<file path="config.mk">
export PLATFORM = sky130hd
export DESIGN_NAME = bccr_top
export DESIGN_NICKNAME = d
export VERILOG_FILES = /design/src/hw/bccr_pkg.sv /design/src/hw/bccr_lane_if.sv /design/src/hw/bccr_lane_calc.sv /design/src/hw/bccr_top.sv
export SDC_FILE = /design/constraint.sdc
export NUM_CORES = 1
export LEC_CHECK = 0
export BUFFER_PORTS_ARGS = -buffer_cell sky130_fd_sc_hd__buf_2
export CAP_MARGIN = 10
export CORE_AREA = 5 5 58 60
export CTS_BUF_LIST = sky130_fd_sc_hd__clkbuf_8
export DETAILED_ROUTE_END_ITERATION = 12
export DIE_AREA = 0 0 63 65
export HOLD_SLACK_MARGIN = 0.05
export PLACE_DENSITY_LB_ADDON = 0.08
export SLEW_MARGIN = 40
export SYNTH_ARGS = -nofsm -noshare
export SYNTH_HDL_FRONTEND = slang
export SYNTH_SLANG_ARGS = --single-unit
export TNS_END_PERCENT = 1
</file>
<file path="constraint.sdc">
create_clock -name ref_clk -period 1.9 [get_ports ref_clk]
set_clock_uncertainty 0.15 [all_clocks]
set_input_delay 0.38 -clock ref_clk [delete_from_list [all_inputs] [get_ports ref_clk]]
set_output_delay 0.38 -clock ref_clk [all_outputs]
set_load 0.02 [all_outputs]
</file>
<file path="src/hw/bccr_pkg.sv">
// Shared constants and types for the bus clock and reset compliance block.
package bccr_pkg;
	localparam int          LANES         = 4;
	localparam int          AW            = 2;
	localparam int          CNT_W         = 4;
	localparam int          CLK_PERIOD_NS = 100;
	localparam int          PD_TIME_NS    = 500;
	localparam int          PU_TIME_NS    = 500;
	localparam int          PD_CYC_I      = (PD_TIME_NS + CLK_PERIOD_NS - 1) / CLK_PERIOD_NS;
	localparam int          PU_CYC_I      = (PU_TIME_NS + CLK_PERIOD_NS - 1) / CLK_PERIOD_NS;
	localparam logic [3:0]  PD_CYC        = 4'(PD_CYC_I < 1 ? 1 : PD_CYC_I);
	localparam logic [3:0]  PU_CYC        = 4'(PU_CYC_I < 1 ? 1 : PU_CYC_I);
	localparam logic [3:0]  CNT_ZERO      = 4'h0;
	localparam logic [3:0]  CNT_ONE       = 4'h1;
	localparam logic [1:0]  SZ_BYTE       = 2'h0;
	localparam logic [1:0]  SZ_HALF       = 2'h1;
	localparam logic [3:0]  MASK_BYTE     = 4'h1;
	localparam logic [3:0]  MASK_HALF     = 4'h3;
	localparam logic [3:0]  MASK_WORD     = 4'hF;
	localparam logic [1:0]  LOW_BYTE      = 2'h0;
	localparam logic [1:0]  LOW_HALF      = 2'h1;
	localparam logic [1:0]  LOW_WORD      = 2'h3;
	localparam logic [1:0]  ADDR_ZERO     = 2'h0;

	typedef enum logic [4:0] {
		ST_RUN  = 5'h01,
		ST_PDN  = 5'h02,
		ST_LOW  = 5'h04,
		ST_PUP  = 5'h08,
		ST_DENY = 5'h10
	} bccr_lp_t;
endpackage

</file>
<file path="src/hw/bccr_lane_if.sv">
// Carrier between the sequencer and the byte-lane calculator.
`timescale 1ns/1ns
`default_nettype none
interface bccr_lane_if;
	logic [1:0] addr;
	logic [1:0] size;
	logic       first;
	logic [3:0] mask;
	logic [1:0] next_addr;

	modport req (output addr, output size, output first, input mask, input next_addr);
	modport calc (input addr, input size, input first, output mask, output next_addr);
endinterface
`default_nettype wire

</file>
<file path="src/hw/bccr_lane_calc.sv">
// Byte-lane mask and next beat address for incrementing bursts on a 32-bit bus.
`timescale 1ns/1ns
`default_nettype none
module bccr_lane_calc
	import bccr_pkg::*;
(
	bccr_lane_if.calc lif
);
	// Low address bits that a given size ignores; sizes above a word are clamped.
	function automatic logic [1:0] low_bits(input logic [1:0] sz);
		case (sz)
			SZ_BYTE: low_bits = LOW_BYTE;
			SZ_HALF: low_bits = LOW_HALF;
			default: low_bits = LOW_WORD;
		endcase
	endfunction

	// Lanes that one transfer of the size occupies at lane zero.
	function automatic logic [3:0] size_mask(input logic [1:0] sz);
		case (sz)
			SZ_BYTE: size_mask = MASK_BYTE;
			SZ_HALF: size_mask = MASK_HALF;
			default: size_mask = MASK_WORD;
		endcase
	endfunction

	logic [1:0] aligned;
	logic [3:0] full_mask;

	// The first beat drops lanes below the start address; later beats are full.
	always_comb begin
		aligned       = lif.addr & ~low_bits(lif.size);
		full_mask     = size_mask(lif.size) << aligned;
		lif.mask      = lif.first ? (full_mask & (MASK_WORD << lif.addr)) : full_mask;
		lif.next_addr = 2'(aligned + low_bits(lif.size) + 2'h1);
	end
endmodule
`default_nettype wire

</file>
<file path="src/hw/bccr_top.sv">
// Clock, reset and low-power clock control sequencer for a slave bus port.
`timescale 1ns/1ns
`default_nettype none
module bccr_top
	import bccr_pkg::*;
(
	input  wire logic       ref_clk,
	input  wire logic       rst,
	input  wire logic       ext_rst_n,
	input  wire logic       rvalid_in,
	input  wire logic       bvalid_in,
	input  wire logic       arvalid,
	input  wire logic       awvalid,
	input  wire logic       wvalid,
	input  wire logic       csysreq,
	input  wire logic       pd_seq_en,
	input  wire logic       busy,
	input  wire logic       burst_start,
	input  wire logic       beat_adv,
	input  wire logic [1:0] start_addr,
	input  wire logic [1:0] start_size,
	output logic            aresetn_o,
	output logic            rvalid,
	output logic            bvalid,
	output logic            master_err,
	output logic            cactive,
	output logic            csysack,
	output logic [3:0]      lane_mask
);
	logic       rst_meta_r;
	logic       aresetn_r;
	logic       rvalid_r;
	logic       bvalid_r;
	logic       master_err_r;
	logic       req_meta_r;
	logic       req_sync_r;
	logic       cactive_r;
	logic       csysack_r;
	logic [3:0] lp_cnt_r;
	logic [3:0] lane_mask_r;
	logic [1:0] beat_addr_r;
	logic [1:0] beat_size_r;
	logic       first_r;
	bccr_lp_t   lp_state_r;

	bccr_lane_if lif ();

	bccr_lane_calc u_lane (
		.lif (lif.calc)
	);

	// Release of the bus reset is retimed by two flops; assertion is immediate.
	always_ff @(posedge ref_clk or negedge ext_rst_n) begin
		if (!ext_rst_n) begin
			rst_meta_r <= 1'b0;
			aresetn_r  <= 1'b0;
		end else begin
			rst_meta_r <= 1'b1;
			aresetn_r  <= rst_meta_r;
		end
	end

	// Response valids are registered and cleared the moment the pin reset falls.
	always_ff @(posedge ref_clk or negedge ext_rst_n) begin
		if (!ext_rst_n) begin
			rvalid_r <= 1'b0;
			bvalid_r <= 1'b0;
		end else if (rst || !aresetn_r) begin
			rvalid_r <= 1'b0;
			bvalid_r <= 1'b0;
		end else begin
			rvalid_r <= rvalid_in;
			bvalid_r <= bvalid_in;
		end
	end

	// A master VALID seen while the bus is in reset is latched as a fault.
	// Payload signals are never checked here since they are don't-care in reset.
	always_ff @(posedge ref_clk) begin
		if (rst) begin
			master_err_r <= 1'b0;
		end else if (!aresetn_r && (arvalid || awvalid || wvalid)) begin
			master_err_r <= 1'b1;
		end
	end

	// The controller request comes from another block, so it is synchronised.
	always_ff @(posedge ref_clk) begin
		if (rst) begin
			req_meta_r <= 1'b1;
			req_sync_r <= 1'b1;
		end else begin
			req_meta_r <= csysreq;
			req_sync_r <= req_meta_r;
		end
	end

	// Low-power handshake. Without a sequence the block reports its own need for
	// the clock and mirrors the request; with one it leaves run only on a request and wakes on a request or busy.
	always_ff @(posedge ref_clk) begin
		if (rst) begin
			lp_state_r <= ST_RUN;
			cactive_r  <= 1'b1;
			csysack_r  <= 1'b1;
			lp_cnt_r   <= CNT_ZERO;
		end else if (!pd_seq_en) begin
			lp_state_r <= ST_RUN;
			cactive_r  <= busy;
			csysack_r  <= req_sync_r;
			lp_cnt_r   <= CNT_ZERO;
		end else begin
			case (lp_state_r)
				ST_RUN: begin
					cactive_r <= 1'b1;
					if (!req_sync_r && csysack_r) begin
						if (busy) begin
							csysack_r  <= 1'b0;
							lp_state_r <= ST_DENY;
						end else begin
							lp_cnt_r   <= PD_CYC;
							lp_state_r <= ST_PDN;
						end
					end
				end
				ST_PDN: begin
					if (lp_cnt_r == CNT_ONE) begin
						cactive_r  <= 1'b0;
						csysack_r  <= 1'b0;
						lp_state_r <= ST_LOW;
					end
					lp_cnt_r <= 4'(lp_cnt_r - CNT_ONE);
				end
				ST_LOW: begin
					if (req_sync_r || busy) begin
						cactive_r  <= 1'b1;
						lp_cnt_r   <= PU_CYC;
						lp_state_r <= ST_PUP;
					end
				end
				ST_PUP: begin
					// Acknowledge waits for both the wake-up time and the raised request.
					if (lp_cnt_r != CNT_ZERO) begin
						lp_cnt_r <= 4'(lp_cnt_r - CNT_ONE);
					end else if (req_sync_r) begin
						csysack_r  <= 1'b1;
						lp_state_r <= ST_RUN;
					end
				end
				ST_DENY: begin
					if (req_sync_r) begin
						csysack_r  <= 1'b1;
						lp_state_r <= ST_RUN;
					end
				end
				default: begin
					lp_state_r <= ST_RUN;
					cactive_r  <= 1'b1;
					csysack_r  <= 1'b1;
				end
			endcase
		end
	end

	// Burst beat tracking feeds the lane calculator; the mask is then registered.
	always_ff @(posedge ref_clk) begin
		if (rst) begin
			beat_addr_r <= ADDR_ZERO;
			beat_size_r <= SZ_BYTE;
			first_r     <= 1'b0;
		end else if (burst_start) begin
			beat_addr_r <= start_addr;
			beat_size_r <= start_size;
			first_r     <= 1'b1;
		end else if (beat_adv) begin
			beat_addr_r <= lif.next_addr;
			first_r     <= 1'b0;
		end
	end

	assign lif.addr  = beat_addr_r;
	assign lif.size  = beat_size_r;
	assign lif.first = first_r;

	always_ff @(posedge ref_clk) begin
		if (rst) begin
			lane_mask_r <= MASK_WORD;
		end else begin
			lane_mask_r <= lif.mask;
		end
	end

	// Every output is a flop, so only the pin reset (ext_rst_n, clearing aresetn_r, rvalid_r, bvalid_r) reaches an output in the same cycle.
	assign aresetn_o  = aresetn_r;
	assign rvalid     = rvalid_r;
	assign bvalid     = bvalid_r;
	assign master_err = master_err_r;
	assign cactive    = cactive_r;
	assign csysack    = csysack_r;
	assign lane_mask  = lane_mask_r;

	AST_RV_LOW: assert property (@(posedge ref_clk) !aresetn_r |=> !rvalid_r)
		else $error("rvalid high during bus reset");
	AST_BV_LOW: assert property (@(posedge ref_clk) !aresetn_r |=> !bvalid_r)
		else $error("bvalid high during bus reset");
	// The pin must have stood high at both earlier edges, so one stage alone cannot pass.
	AST_REL_SYNC: assert property (@(posedge ref_clk)
		$rose(aresetn_r) |-> $past(ext_rst_n) && $past(ext_rst_n, 2))
		else $error("reset released without two edges");
	// The pin reset clears the flop between edges, so it ends any attempt in flight.
	AST_REG_PATH: assert property (@(posedge ref_clk) disable iff (rst || !ext_rst_n)
		aresetn_r && $past(aresetn_r) && bvalid_in |=> bvalid_r)
		else $error("bvalid not registered from core");
	AST_MERR: assert property (@(posedge ref_clk) disable iff (rst)
		!aresetn_r && wvalid |=> master_err_r)
		else $error("master valid in reset not flagged");
	AST_ENTRY: assert property (@(posedge ref_clk) disable iff (rst)
		$fell(csysack_r) && lp_state_r == ST_LOW |-> !cactive_r)
		else $error("low state acknowledged with clock demand");
	AST_DENY_HOLD: assert property (@(posedge ref_clk) disable iff (rst)
		lp_state_r == ST_DENY |-> cactive_r && !csysack_r)
		else $error("denial without activity high");
	AST_NOSEQ: assert property (@(posedge ref_clk) disable iff (rst)
		!pd_seq_en ##1 !pd_seq_en |-> cactive_r == $past(busy))
		else $error("activity not tracking core need");
	AST_PD_TIME: assert property (@(posedge ref_clk) disable iff (rst)
		lp_state_r == ST_RUN ##1 lp_state_r == ST_PDN && pd_seq_en |-> ##[1:16] !csysack_r)
		else $error("power-down did not complete in time");
	AST_FIRST_LANE: assert property (@(posedge ref_clk) disable iff (rst)
		first_r |=> (lane_mask_r & ~(MASK_WORD << $past(beat_addr_r))) == 4'h0)
		else $error("first beat uses lane below start");

	COV_ACCEPT: cover property (@(posedge ref_clk) lp_state_r == ST_PDN ##[1:16] lp_state_r == ST_LOW);
	COV_DENY: cover property (@(posedge ref_clk) lp_state_r == ST_DENY ##[1:20] lp_state_r == ST_RUN);
	COV_WAKE: cover property (@(posedge ref_clk) lp_state_r == ST_PUP ##[1:20] csysack_r);
	COV_UNALIGNED: cover property (@(posedge ref_clk) burst_start && start_addr != ADDR_ZERO);
endmodule
`default_nettype wire

</file>
==> metrics.txt, run 1 <==
# TYPE chip_impl_metric gauge
chip_impl_metric{name="final_cells",unit=""} 226
chip_impl_metric{name="tritoncts.num_buffers",unit=""} 3
chip_impl_metric{name="average_cell_area_after_synthesis",unit="sq um"} 8.91
chip_impl_metric{name="synth.distinct_cells",unit=""} 48
chip_impl_info{name="critical_path.reg2reg.endpoint",value="lp_cnt_r[1]"} 1
chip_impl_metric{name="track_usage",unit=""} 0.155
chip_impl_info{name="synth.top_cells.by_area",value="sky130_fd_sc_hd__dfxtp_1 (34%), sky130_fd_sc_hd__dfrtp_1 (7.3%), sky130_fd_sc_hd__nor2_1 (6.3%)"} 1
chip_impl_metric{name="fillers",unit=""} 269
chip_impl_metric{name="detailroute.via_count",unit=""} 1222
chip_impl_metric{name="critical_path_required",unit="ns"} 1.91
chip_impl_metric{name="crit_path_max_fanout",unit=""} 7
chip_impl_metric{name="layout-drive-gt1-share",unit=""} 0.316
chip_impl_metric{name="routed_via_density",unit=""} 5.41
chip_impl_metric{name="rows",unit=""} 20
chip_impl_metric{name="yosysTopAreaCellShare",unit=""} 0.338
chip_impl_info{name="primary_flip_flop_cell_chosen_by_synthesis_mapping",value="sky130_fd_sc_hd__dfxtp_1"} 1
chip_impl_metric{name="grt_pass1_vias",unit=""} 1206
chip_impl_metric{name="numClockSinks",unit=""} 27
chip_impl_metric{name="detailedPlace.worstSlack",unit="ns"} -0.110
chip_impl_metric{name="max_clock_freq",unit="MHz"} 520
chip_impl_metric{name="total_half_perimeter_wirelength_after_legalization_and_detailed_placement",unit="um"} 2350
chip_impl_metric{name="antenna_viol_nets_final",unit=""} 0
chip_impl_info{name="post-synth-top-area-cell",value="sky130_fd_sc_hd__dfxtp_1"} 1
chip_impl_metric{name="synthesis.area",unit="sq um"} 1360
chip_impl_metric{name="place.detailed.instances",unit=""} 220
chip_impl_metric{name="timing.final.hold_violations",unit=""} 0
chip_impl_metric{name="seq_area",unit="sq um"} 568
chip_impl_metric{name="hold-path-cell-count",unit=""} 2
chip_impl_metric{name="buffer_ports.inserted",unit=""} 26
chip_impl_metric{name="timing.critical_path.arrival",unit="ns"} 1.94
chip_impl_metric{name="grt_pass1_wl",unit="um"} 5220
chip_impl_metric{name="post_route_clock_period_utilization",unit=""} 1.01
chip_impl_info{name="hold_path_startpoint",value="csysreq"} 1
chip_impl_metric{name="sequential_fraction_of_the_synthesis_area",unit=""} 0.411
chip_impl_metric{name="power-per-cell-area",unit="nW/um^2"} 753
chip_impl_info{name="setup_repair_after_global_routing_missed_its_margin",value="true"} 1
chip_impl_metric{name="core_area",unit="sq um"} 2880
chip_impl_info{name="hold_path_end",value="req_meta_r"} 1
chip_impl_metric{name="postSynthRegisterBits",unit=""} 27
chip_impl_metric{name="final_setup_viols",unit=""} 3
chip_impl_metric{name="reg2reg_slack",unit="ns"} -0.02
chip_impl_metric{name="dieHeight",unit="um"} 65
chip_impl_metric{name="max_cap_violations",unit=""} 0
chip_impl_metric{name="die_area",unit="sq um"} 4100
chip_impl_info{name="start_kind",value="register"} 1
chip_impl_metric{name="synth.net_count",unit=""} 172
chip_impl_metric{name="timing_max_transition_violations_final",unit=""} 0
chip_impl_info{name="clock-root-buffer",value="sky130_fd_sc_hd__clkbuf_8"} 1
chip_impl_metric{name="layout.nets",unit=""} 213
chip_impl_metric{name="detailedRoute.firstIterationViolations",unit=""} 74
chip_impl_metric{name="maximum_number_of_pins_on_one_net_before_global_route_repair",unit=""} 18
chip_impl_metric{name="drt_pre_antenna_iters",unit=""} 4
chip_impl_metric{name="floorplan.io_pins",unit=""} 27
chip_impl_metric{name="postRouteWirelength",unit="um"} 3080
chip_impl_metric{name="max_rail_drop_vdd",unit="uV"} 459
chip_impl_metric{name="antenna-diode-count",unit=""} 0
chip_impl_metric{name="overflow",unit=""} 0
chip_impl_metric{name="fp.dieW",unit="um"} 63
chip_impl_metric{name="route.detailed.wl_per_inst",unit="um"} 13.6
chip_impl_info{name="critical_path.endpoint_type",value="register"} 1
chip_impl_metric{name="area_delta_synth_final",unit="%"} 24.8
chip_impl_info{name="clock_tree_from_tritoncts",value="done"} 1
chip_impl_metric{name="clkTransAtPathRegs",unit="ns"} 0.10
chip_impl_metric{name="rd_place_congestion",unit=""} 0.847
chip_impl_info{name="worst_r2r_startpoint",value="lp_state_r[4]"} 1
chip_impl_info{name="failed_checks",value="negative setup slack"} 1
chip_impl_metric{name="floorplan.initialDensity",unit=""} 0.473
chip_impl_info{name="status",value="finished, violations left"} 1
chip_impl_metric{name="cts_htree_levels",unit=""} 1
chip_impl_metric{name="p_leak",unit="nW"} 0.740
chip_impl_metric{name="multiInputGateArea",unit="sq um"} 748
chip_impl_metric{name="final_period_minus_worst_setup_slack",unit="ns"} 1.92
chip_impl_info{name="min_path_type",value="in -> reg"} 1
chip_impl_metric{name="final_critical_path_setup_slack",unit="ns"} -0.0229
chip_impl_metric{name="hold_ws",unit="ns"} 0.135
chip_impl_metric{name="async_reset_ff_frac",unit=""} 0.148
chip_impl_metric{name="worst-r2r-cell-count",unit=""} 5
chip_impl_metric{name="antenna_found_initial",unit=""} 0
chip_impl_metric{name="insertion_delay",unit="ns"} 0.27
chip_impl_metric{name="clock_tree.buffer_depth",unit=""} 2
chip_impl_info{name="critical_path_class",value="reg -> reg"} 1
chip_impl_metric{name="synth_enable_flop_cells",unit=""} 0
chip_impl_metric{name="syn_inst",unit=""} 153
chip_impl_metric{name="remaining_drc_errors",unit=""} 0
chip_impl_metric{name="yosys_warnings",unit=""} 0
[synth_stat cells, drive strengths merged, types with 3 or more instances]
master	number
nor4	3
mux2i	7
inv	7
nand2b	5
buf	4
nor3	4
nor2	23
or2	4
nand2	9
dfxtp	23
o21ai	7
a21oi	9
nor2b	3
nand3	4
clkbuf	4
dfrtp	4
[what timing repair did]
item / 4_1_cts / 5_1_grt
endpoints found under the setup margin: 9 / 10
hold endpoints to repair: 4 / 0
pin swaps: 2 / 1
hold buffers: 1 / 0
setup buffers: 1 / 0
gates resized for setup: 6 / 2
[logic make-up after synthesis]
family                     count (synthesis)  synth area share
adders and majority gates                  2            0.0184
other                                      1           0.00275
and+or+nand+nor                           66             0.269
xor gates and xnor gates                   2            0.0129
muxes                                      7            0.0514
DFF                                       27             0.411
AOI/OAI and AO/OA                         33             0.181
buffers and inverters                     15            0.0533
[worst max-delay path, cell delays in order (launching register included)]
cell,delay [ns]
sky130_fd_sc_hd__dfxtp_4,0.39
sky130_fd_sc_hd__nor4_4,0.36
sky130_fd_sc_hd__o311ai_4,0.18
sky130_fd_sc_hd__a221oi_4,0.41
sky130_fd_sc_hd__mux2i_1,0.24
sky130_fd_sc_hd__nor2_1,0.07
[worst max-delay path by stage]
stage	startpoint	end	slack (ns)	depth (start not counted)
4_1_cts	lp_state_r[4]	lp_cnt_r[1]	-0.02	5
3_5_place_dp	lp_state_r[4]	lp_cnt_r[1]	-0.11	5
2_1_floorplan	lp_state_r[4]	lp_cnt_r[2]	0.03	6
5_1_grt	lp_state_r[4]	cactive	-0.12	6
3_3_place_gp	lp_state_r[4]	lp_cnt_r[2]	-0.03	5
6_report	lp_state_r[4]	lp_cnt_r[1]	-0.02	5
[layer usage]
| layer | share of wire | global-route usage | vias to the layer above | routed length, um |
|---|---|---|---|---|
| met1 | 0.45 | 0.183 | 572 | 1380 |
| met5 | 0 | 0 | - | 0 |
| met3 | 0.055 | 0.0329 | 4 | 170 |
| li1 | - | - | 618 | - |
| met4 | 0.0097 | 0.0451 | 0 | 30 |
| met2 | 0.49 | 0.279 | 28 | 1490 |
[through the flow]
stage | area, sq um | power, mW | setup TNS, ns | util
finish | 1700 | 1.28 | -0.0404 | 0.591
global route | 1700 | 1.35 | -0.759 | 0.591
CTS | 1690 | 1.29 | -0.0247 | 0.588
detailed placement | 1610 | 0.942 | -0.485 | 0.559
global placement | 1610 | 0.933 | -0.139 | 0.559
floorplan | 1360 | 0.847 | 0 | -
[final cells by class]
class                           count  area share
Multi-Input combinational cell    111       0.440
Inverter                            7      0.0155
Sequential cell                    27       0.334
Timing Repair Buffer               44       0.157
Clock inverter                      1     0.00442
Clock buffer                        3      0.0243
Tap cell                           33      0.0243
[cell usage in the layout, fill, tap and decap left out, drive strengths merged, types with 4 or more instances in the layout]
cell type / netlist / final
mux2i: 7 / 7
o21ai: 7 / 7
or2: 4 / 4
buf: 4 / 43
a21oi: 9 / 9
dfrtp: 4 / 4
nand2b: 5 / 5
inv: 7 / 7
nor2: 23 / 23
dfxtp: 23 / 23
nand3: 4 / 4
nand2: 9 / 9
nor3: 4 / 4
[where the power goes]
| part | total [mW] | switching, mW | internal, mW |
|---|---|---|---|
| clock | 0.337 | 0.188 | 0.149 |
| sequential | 0.644 | 0.0405 | 0.603 |
| combinational | 0.300 | 0.155 | 0.144 |
[registers in the layout (all words and copies together) (netlist names)]
name and count:
lp_state_r 5, lane_mask 4, lp_cnt_r 4, beat_addr_r 2
beat_size_r 2, aresetn_o 1, bvalid 1, cactive 1
csysack 1, first_r 1, master_err 1, req_meta_r 1
req_sync_r 1, rst_meta_r 1, rvalid 1
Note: power is estimated with default switching activity, not from simulation.
==> run 2: changes to the inputs <==
--- a/config.mk
+++ b/config.mk
@@ -13,6 +13,7 @@
 export DIE_AREA = 0 0 63 65
 export HOLD_SLACK_MARGIN = 0.05
 export PLACE_DENSITY_LB_ADDON = 0.08
+export SETUP_SLACK_MARGIN = 0.4
 export SLEW_MARGIN = 40
 export SYNTH_ARGS = -nofsm -noshare
 export SYNTH_HDL_FRONTEND = slang
==> run 2 against run 1 <==
  * The flow now finishes without violations
  * Via count grew 0.33%
  * Non-clock buffer count shrank 4
  * Sequential share of layout area grew 0.52 points
  * Design area shrank 0.44%
  * Critical path depth is the same
  * Cell count shrank 1.8%
  * Count of clock-buffer cells in the layout is the same
  * Clock power grew 4%
  * Register-to-register slack gained 0.04 ns
  * Hold slack lost 0.0067 ns
  * Global-route usage shrank 0.22 points
  * Power grew 0.19%
==> metrics.txt, run 2 (synthesized netlist as in run 1, its figures left out) <==
# TYPE chip_impl_metric gauge
chip_impl_metric{name="p_leak",unit="nW"} 0.727
chip_impl_metric{name="route.detailed.wl_per_inst",unit="um"} 13.3
chip_impl_metric{name="antenna-diode-count",unit=""} 0
chip_impl_info{name="min_path_type",value="in -> reg"} 1
chip_impl_metric{name="max_incr_delay_on_cp",unit="ns"} 0.42
chip_impl_metric{name="insertion_delay",unit="ns"} 0.28
chip_impl_metric{name="postRouteWirelength",unit="um"} 2950
chip_impl_metric{name="net-switching-power",unit="uW"} 389
chip_impl_metric{name="rows",unit=""} 20
chip_impl_info{name="layout.cells.most_common",value="sky130_fd_sc_hd__buf_2"} 1
chip_impl_metric{name="combinational_cell_fraction_of_total_power",unit=""} 0.225
chip_impl_metric{name="total_buffers_and_inverters_traversed_by_the_critical_path",unit=""} 0
chip_impl_metric{name="buffer_ports.inserted",unit=""} 26
chip_impl_metric{name="clkTransAtPathRegs",unit="ns"} 0.10
chip_impl_metric{name="antenna_viol_nets_final",unit=""} 0
chip_impl_info{name="worst_r2r_startpoint",value="lp_state_r[1]"} 1
chip_impl_metric{name="antenna_found_initial",unit=""} 0
chip_impl_metric{name="floorplan.initialDensity",unit=""} 0.473
chip_impl_metric{name="clock_tree.buffer_depth",unit=""} 2
chip_impl_metric{name="remaining_drc_errors",unit=""} 0
chip_impl_metric{name="grt_pass1_vias",unit=""} 1147
chip_impl_metric{name="dieHeight",unit="um"} 65
chip_impl_metric{name="reg2reg_slack",unit="ns"} 0.02
chip_impl_info{name="hold_path_end",value="req_meta_r"} 1
chip_impl_metric{name="numClockSinks",unit=""} 27
chip_impl_info{name="critical_path_class",value="reg -> reg"} 1
chip_impl_metric{name="detailroute.via_count",unit=""} 1226
chip_impl_metric{name="timing.final.hold_violations",unit=""} 0
chip_impl_metric{name="max_rail_drop_vdd",unit="uV"} 482
chip_impl_metric{name="final_setup_viols",unit=""} 0
chip_impl_info{name="clock-root-buffer",value="sky130_fd_sc_hd__clkbuf_8"} 1
chip_impl_metric{name="grt_pass1_wl",unit="um"} 5040
chip_impl_info{name="status",value="complete, no violations"} 1
chip_impl_metric{name="floorplan.io_pins",unit=""} 27
chip_impl_metric{name="swShare",unit=""} 0.303
chip_impl_metric{name="fp.dieW",unit="um"} 63
chip_impl_info{name="layout_common_cells",value="sky130_fd_sc_hd__buf_2 (26), sky130_fd_sc_hd__nor2_1 (23), sky130_fd_sc_hd__dfxtp_1 (18), sky130_fd_sc_hd__buf_4 (13), sky130_fd_sc_hd__nand2_1 (9)"} 1
chip_impl_metric{name="layout.nets",unit=""} 209
chip_impl_metric{name="p_seq_frac",unit=""} 0.501
chip_impl_metric{name="tritoncts.num_buffers",unit=""} 3
chip_impl_info{name="hold_path_startpoint",value="csysreq"} 1
chip_impl_info{name="critical_path.endpoint_type",value="register"} 1
chip_impl_metric{name="layout-drive-gt1-share",unit=""} 0.323
chip_impl_metric{name="timing.critical_path.arrival",unit="ns"} 1.90
chip_impl_metric{name="area_delta_synth_final",unit="%"} 24.2
chip_impl_metric{name="timing_max_transition_violations_final",unit=""} 0
chip_impl_info{name="start_kind",value="register"} 1
chip_impl_metric{name="final_period_minus_worst_setup_slack",unit="ns"} 1.88
chip_impl_metric{name="maximum_number_of_pins_on_one_net_before_global_route_repair",unit=""} 18
chip_impl_metric{name="power-per-cell-area",unit="nW/um^2"} 758
chip_impl_metric{name="clock_power_share",unit=""} 0.274
chip_impl_metric{name="p_total",unit="mW"} 1.28
chip_impl_metric{name="track_usage",unit=""} 0.153
chip_impl_metric{name="internal_power",unit="uW"} 893
chip_impl_info{name="critical_path.reg2reg.endpoint",value="lp_cnt_r[1]"} 1
chip_impl_metric{name="max_cap_violations",unit=""} 0
chip_impl_info{name="clock_tree_from_tritoncts",value="done"} 1
chip_impl_metric{name="final_cells",unit=""} 222
chip_impl_metric{name="max_clock_freq",unit="MHz"} 532
chip_impl_metric{name="die_area",unit="sq um"} 4100
chip_impl_metric{name="rd_place_congestion",unit=""} 0.842
chip_impl_metric{name="hold_ws",unit="ns"} 0.128
chip_impl_info{name="timing.critical_path.max_delay_family",value="compound AO/OA/AOI/OAI gates"} 1
chip_impl_metric{name="cts_htree_levels",unit=""} 1
chip_impl_metric{name="place.detailed.instances",unit=""} 217
chip_impl_info{name="critical-path-slowest-cell",value="sky130_fd_sc_hd__a221oi_4"} 1
chip_impl_info{name="setup_repair_after_global_routing_missed_its_margin",value="true"} 1
chip_impl_info{name="max_flop_register",value="lp_state_r"} 1
chip_impl_metric{name="hold-path-cell-count",unit=""} 2
chip_impl_metric{name="crit_path_max_fanout",unit=""} 6
chip_impl_metric{name="critical_path_required",unit="ns"} 1.92
chip_impl_metric{name="drt_pre_antenna_iters",unit=""} 4
chip_impl_metric{name="total_half_perimeter_wirelength_after_legalization_and_detailed_placement",unit="um"} 2210
chip_impl_metric{name="largest_register_ff_count",unit=""} 5
chip_impl_metric{name="overflow",unit=""} 0
chip_impl_info{name="critical_path.cell_chain",value="nor4_4 -> o311ai_4 -> a221oi_4 -> mux2i_1 -> nor2_1"} 1
chip_impl_metric{name="routed_via_density",unit=""} 5.52
chip_impl_metric{name="core_area",unit="sq um"} 2880
chip_impl_metric{name="detailedRoute.firstIterationViolations",unit=""} 46
chip_impl_metric{name="post_cts.repair.setup_buffers",unit=""} 0
chip_impl_metric{name="post_route_clock_period_utilization",unit=""} 0.989
chip_impl_metric{name="worst-r2r-cell-count",unit=""} 5
## run 2: layout make-up
| cell class | instances | area, sq um |
|---|---|---|
| Timing Repair Buffer | 40 | 238 |
| Multi-Input combinational cell | 111 | 763 |
| Clock buffer | 3 | 41.3 |
| Clock inverter | 1 | 8.76 |
| Fill cell | 247 | 1180 |
| Sequential cell | 27 | 574 |
| Inverter | 7 | 26.3 |
| Tap cell | 33 | 41.3 |
## run 2: worst reg2reg max path, stage by stage, from the launching register on
cell and delay, ns:
sky130_fd_sc_hd__dfxtp_4 0.39, sky130_fd_sc_hd__nor4_4 0.35, sky130_fd_sc_hd__o311ai_4 0.18, sky130_fd_sc_hd__a221oi_4 0.42
sky130_fd_sc_hd__mux2i_1 0.22, sky130_fd_sc_hd__nor2_1 0.05
## run 2: worst max-delay path by stage
stage,start,to,depth (start not counted)
2_1_floorplan,lp_state_r[4],lp_cnt_r[2],6
3_3_place_gp,lp_state_r[4],lp_state_r[3],4
3_5_place_dp,lp_state_r[4],lp_state_r[3],4
4_1_cts,lp_state_r[1],lp_cnt_r[1],5
5_1_grt,lp_state_r[1],lp_cnt_r[1],5
6_report,lp_state_r[1],lp_cnt_r[1],5
## run 2: power by group through the flow
stage | combinational [mW] | sequential (mW) | clock [mW]
2_1_floorplan | 0.190 | 0.658 | 0
3_3_place_gp | 0.277 | 0.653 | 0
3_5_place_dp | 0.279 | 0.654 | 0
4_1_cts | 0.286 | 0.643 | 0.371
5_1_grt | 0.318 | 0.650 | 0.388
6_report | 0.288 | 0.642 | 0.352
## run 2: timing repair
action / 4_1_cts / 5_1_grt
endpoints found under the setup margin: 11 / 11
gates resized for setup: 8 / 6
hold endpoints to repair: 4 / 0
gates cloned: 0 / 0
pin swaps: 6 / 3
hold buffers: 1 / 0
## run 2: per-layer routing
layer  global-route usage  part of all wire  vias up
met5                    0                 0        -
met4               0.0769             0.020        0
met3               0.0364             0.050        6
met2                0.251              0.47       29
met1                0.185              0.46      577
li1                     -                 -      614
## run 2: metrics by stage
step	setup WS (ns)	TNS (ns)	cell area, sq um	utilization
finish	0.0215	0	1690	0.588
global route	-0.0856	-0.305	1690	0.588
CTS	-0.0000109	-0.0000109	1680	0.582
detailed placement	-0.0782	-0.414	1590	0.551
global placement	-0.0423	-0.170	1590	0.551
floorplan	0.0486	0	1360	-
==> run 3: changes to the inputs <==
--- a/config.mk
+++ b/config.mk
@@ -5,12 +5,14 @@
 export SDC_FILE = /design/constraint.sdc
 export NUM_CORES = 1
 export LEC_CHECK = 0
+export ABC_AREA = 1
 export BUFFER_PORTS_ARGS = -buffer_cell sky130_fd_sc_hd__buf_2
 export CAP_MARGIN = 10
-export CORE_AREA = 5 5 58 60
+export CORE_AREA = 5 5 59 61
 export CTS_BUF_LIST = sky130_fd_sc_hd__clkbuf_8
+export CTS_CLUSTER_DIAMETER = 120
 export DETAILED_ROUTE_END_ITERATION = 12
-export DIE_AREA = 0 0 63 65
+export DIE_AREA = 0 0 64 66
 export HOLD_SLACK_MARGIN = 0.05
 export PLACE_DENSITY_LB_ADDON = 0.08
 export SETUP_SLACK_MARGIN = 0.4
==> constraint.sdc (replaced) <==
create_clock -name ref_clk -period 1.9 [get_ports ref_clk]
set_clock_uncertainty 0.15 [all_clocks]
set_input_delay 0.38 -clock ref_clk [delete_from_list [all_inputs] [get_ports ref_clk]]
set_output_delay 0.38 -clock ref_clk [all_outputs]
set_load 0.01 [all_outputs]
==> run 3 against run 2 <==
  * Clock power shrank 11%
  * Sequential share of layout area shrank 1.3 points
  * Utilization grew 0.62 points
  * Fmax grew 28%
  * First-iteration DRC count grew 67%
  * Design area grew 2.8%
==> metrics.txt, run 3 <==
# TYPE chip_impl_metric gauge
chip_impl_info{name="clock-root-buffer",value="sky130_fd_sc_hd__clkbuf_8"} 1
chip_impl_metric{name="synth.distinct_cells",unit=""} 30
chip_impl_metric{name="clock_tree.buffer_depth",unit=""} 2
chip_impl_info{name="critical_path_class",value="reg -> reg"} 1
chip_impl_metric{name="async_reset_ff_frac",unit=""} 0.148
chip_impl_metric{name="routed_via_density",unit=""} 4.96
chip_impl_metric{name="clock_power_share",unit=""} 0.115
chip_impl_metric{name="postPlaceCellArea",unit="sq um"} 1600
chip_impl_metric{name="postRouteWirelength",unit="um"} 2950
chip_impl_metric{name="sequential_fraction_of_the_synthesis_area",unit=""} 0.392
chip_impl_metric{name="max_rail_drop_vdd",unit="uV"} 971
chip_impl_info{name="layout.cells.most_common",value="sky130_fd_sc_hd__nand2_1"} 1
chip_impl_metric{name="fp.dieW",unit="um"} 64
chip_impl_metric{name="timing.final.hold_violations",unit=""} 0
chip_impl_metric{name="layout-drive-gt1-share",unit=""} 0.307
chip_impl_info{name="setup_repair_after_global_routing_missed_its_margin",value="true"} 1
chip_impl_metric{name="floorplan.io_pins",unit=""} 27
chip_impl_metric{name="total_half_perimeter_wirelength_after_legalization_and_detailed_placement",unit="um"} 2330
chip_impl_metric{name="reg2reg_slack",unit="ns"} 0.43
chip_impl_metric{name="max_cap_violations",unit=""} 0
chip_impl_metric{name="net-switching-power",unit="mW"} 1.28
chip_impl_metric{name="detailedRoute.firstIterationViolations",unit=""} 77
chip_impl_metric{name="swShare",unit=""} 0.469
chip_impl_metric{name="overflow",unit=""} 0
chip_impl_metric{name="cts_htree_levels",unit=""} 1
chip_impl_metric{name="antenna-diode-count",unit=""} 0
chip_impl_metric{name="syn_inst",unit=""} 206
chip_impl_metric{name="yosys_warnings",unit=""} 0
chip_impl_metric{name="route.detailed.wl_per_inst",unit="um"} 10.9
chip_impl_metric{name="max_clock_freq",unit="MHz"} 682
chip_impl_metric{name="rows",unit=""} 20
chip_impl_metric{name="final_cells",unit=""} 271
chip_impl_metric{name="rd_place_congestion",unit=""} 0.923
chip_impl_metric{name="final_setup_viols",unit=""} 0
chip_impl_info{name="synth.top_cells.by_area",value="sky130_fd_sc_hd__dfxtp_1 (32%), sky130_fd_sc_hd__nand2_1 (11%), sky130_fd_sc_hd__nor2_1 (9.2%)"} 1
chip_impl_info{name="start_kind",value="register"} 1
chip_impl_metric{name="antenna_viol_nets_final",unit=""} 0
chip_impl_metric{name="floorplan.initialDensity",unit=""} 0.488
chip_impl_info{name="top_cells_by_instance_count_after_synthesis",value="sky130_fd_sc_hd__nand2_1 (41), sky130_fd_sc_hd__nor2_1 (35), sky130_fd_sc_hd__inv_1 (24), sky130_fd_sc_hd__dfxtp_1 (23), sky130_fd_sc_hd__nand3_1 (19)"} 1
chip_impl_metric{name="die_area",unit="sq um"} 4220
chip_impl_metric{name="postSynthRegisterBits",unit=""} 27
chip_impl_info{name="yosysMostFrequentCell",value="sky130_fd_sc_hd__nand2_1"} 1
chip_impl_metric{name="core_area",unit="sq um"} 2930
chip_impl_metric{name="insertion_delay",unit="ns"} 0.27
chip_impl_info{name="layout_common_cells",value="sky130_fd_sc_hd__nand2_1 (40), sky130_fd_sc_hd__nor2_1 (33), sky130_fd_sc_hd__buf_2 (26), sky130_fd_sc_hd__inv_1 (23)"} 1
chip_impl_info{name="critical_path.reg2reg.endpoint",value="lp_cnt_r[3]"} 1
chip_impl_metric{name="dieHeight",unit="um"} 66
chip_impl_metric{name="final_period_minus_worst_setup_slack",unit="ns"} 1.47
chip_impl_metric{name="area_delta_synth_final",unit="%"} 21.8
chip_impl_metric{name="drt_pre_antenna_iters",unit=""} 4
chip_impl_metric{name="detailroute.via_count",unit=""} 1343
chip_impl_info{name="max_flop_register",value="lp_state_r"} 1
chip_impl_info{name="worstSetupEndpoint",value="lp_cnt_r[3]"} 1
chip_impl_metric{name="internal_power",unit="mW"} 1.45
chip_impl_metric{name="p_leak",unit="nW"} 0.855
chip_impl_metric{name="final_design_area_no_fill",unit="sq um"} 1740
chip_impl_info{name="critical_path.endpoint_type",value="register"} 1
chip_impl_metric{name="post_route_clock_period_utilization",unit=""} 0.771
chip_impl_metric{name="grt_pass1_wl",unit="um"} 5130
chip_impl_metric{name="track_usage",unit=""} 0.149
chip_impl_metric{name="layout.nets",unit=""} 258
chip_impl_metric{name="p_total",unit="mW"} 2.74
chip_impl_metric{name="synthesis.area",unit="sq um"} 1430
chip_impl_info{name="post-synth-top-area-cell",value="sky130_fd_sc_hd__dfxtp_1"} 1
chip_impl_info{name="clock_tree_from_tritoncts",value="done"} 1
chip_impl_info{name="min_path_type",value="in -> reg"} 1
chip_impl_metric{name="timing.critical_path.arrival",unit="ns"} 1.52
chip_impl_metric{name="buffer_ports.inserted",unit=""} 26
chip_impl_metric{name="place.detailed.instances",unit=""} 265
chip_impl_metric{name="largest_register_ff_count",unit=""} 5
chip_impl_metric{name="critical_path_required",unit="ns"} 1.96
chip_impl_info{name="critical_path.startpoint",value="lp_state_r[1]"} 1
chip_impl_metric{name="maximum_number_of_pins_on_one_net_before_global_route_repair",unit=""} 15
chip_impl_metric{name="numClockSinks",unit=""} 27
chip_impl_metric{name="average_cell_area_after_synthesis",unit="sq um"} 6.94
chip_impl_metric{name="synth_enable_flop_cells",unit=""} 0
chip_impl_metric{name="antenna_found_initial",unit=""} 0
chip_impl_metric{name="finalSetupTns",unit="ns"} 0
chip_impl_metric{name="combinational_cell_fraction_of_total_power",unit=""} 0.586
chip_impl_metric{name="synth.net_count",unit=""} 225
chip_impl_metric{name="tritoncts.num_buffers",unit=""} 3
chip_impl_metric{name="timing_max_transition_violations_final",unit=""} 0
chip_impl_metric{name="grt_pass1_vias",unit=""} 1261
chip_impl_metric{name="remaining_drc_errors",unit=""} 0
chip_impl_metric{name="power-per-cell-area",unit="nW/um^2"} 1570
chip_impl_metric{name="worst-r2r-cell-count",unit=""} 8
chip_impl_info{name="worst_r2r_startpoint",value="lp_state_r[1]"} 1
chip_impl_info{name="primary_flip_flop_cell_chosen_by_synthesis_mapping",value="sky130_fd_sc_hd__dfxtp_1"} 1
chip_impl_info{name="status",value="complete, no violations"} 1
chip_impl_metric{name="p_seq_frac",unit=""} 0.299
chip_impl_metric{name="yosysTopAreaCellShare",unit=""} 0.322
chip_impl_metric{name="crit_path_max_fanout",unit=""} 6
chip_impl_metric{name="clkTransAtPathRegs",unit="ns"} 0.09
==> run 3: worst min-delay path by stage <==
stage,from,end,slack [ns],cells past startpoint
final,csysreq,req_meta_r,0.14,2
after global routing,csysreq,req_meta_r,0.15,2
after detailed placement,ext_rst_n,rvalid,0.04,1
after CTS,csysreq,req_meta_r,0.13,2
after floorplan,ext_rst_n,aresetn_o,-0.07,0
after global placement,ext_rst_n,bvalid,0.03,1
==> run 3: routing by layer <==
layer / vias up / wire (um) / GRT usage
met2: 29 / 1410 / 0.260
met4: 0 / 48 / 0.0597
met3: 4 / 136 / 0.0306
met1: 589 / 1360 / 0.178
met5: - / 0 / 0
li1: 721 / - / -
==> run 3: timing repair <==
item,in CTS,in global routing
pin swaps,2,8
hold endpoints to repair,4,0
setup buffers,0,1
resized for setup,8,14
hold buffers,1,0
setup endpoints to repair,10,11
cloned,0,0
==> run 3: logic make-up (layout without fill, tap and decap cells) <==
logic type	count (synthesis)	count (layout)	share of synthesized area
other	1	1	0.00262
DFF	27	27	0.392
adders and majority gates	2	2	0.0175
buffers and inverters	30	62	0.0788
AOI/OAI and AO/OA	18	18	0.0736
and+or+nand+nor	128	128	0.435
==> run 3: stage by stage <==
stage	setup slack [ns]	hold slack [ns]	utilization
final	0.435	0.139	0.594
after global routing	0.324	0.146	0.594
after CTS	0.394	0.132	0.575
after detailed placement	0.368	0.0380	0.548
after global placement	0.382	0.0341	0.548
after floorplan	0.499	-0.0656	-
==> run 3: worst max-delay path: stages (launching register included) <==
cell and delay, ns:
sky130_fd_sc_hd__dfxtp_2 0.43, sky130_fd_sc_hd__inv_1 0.06, sky130_fd_sc_hd__nor2_1 0.13, sky130_fd_sc_hd__nand3_1 0.18
sky130_fd_sc_hd__nand2_2 0.15, sky130_fd_sc_hd__nand2_1 0.07, sky130_fd_sc_hd__clkinv_1 0.04, sky130_fd_sc_hd__nand3_1 0.06
sky130_fd_sc_hd__a21oi_1 0.14
==> run 3: layout make-up <==
type,count,area [sq um]
clock buffers,3,41.3
clock inverters,1,3.75
fillers,280,1190
inverters,29,109
multi-input cells,149,822
flip-flops and latches,27,568
well taps,33,41.3
repair buffers,29,155
==> run 3: power groups by stage <==
stage / clock network, mW / logic, mW / registers, mW
floorplan: 0 / 1.15 / 0.791
global placement: 0 / 1.39 / 0.796
detailed placement: 0 / 1.42 / 0.799
CTS: 0.326 / 1.49 / 0.792
global route: 0.348 / 1.82 / 0.837
finish: 0.314 / 1.60 / 0.818
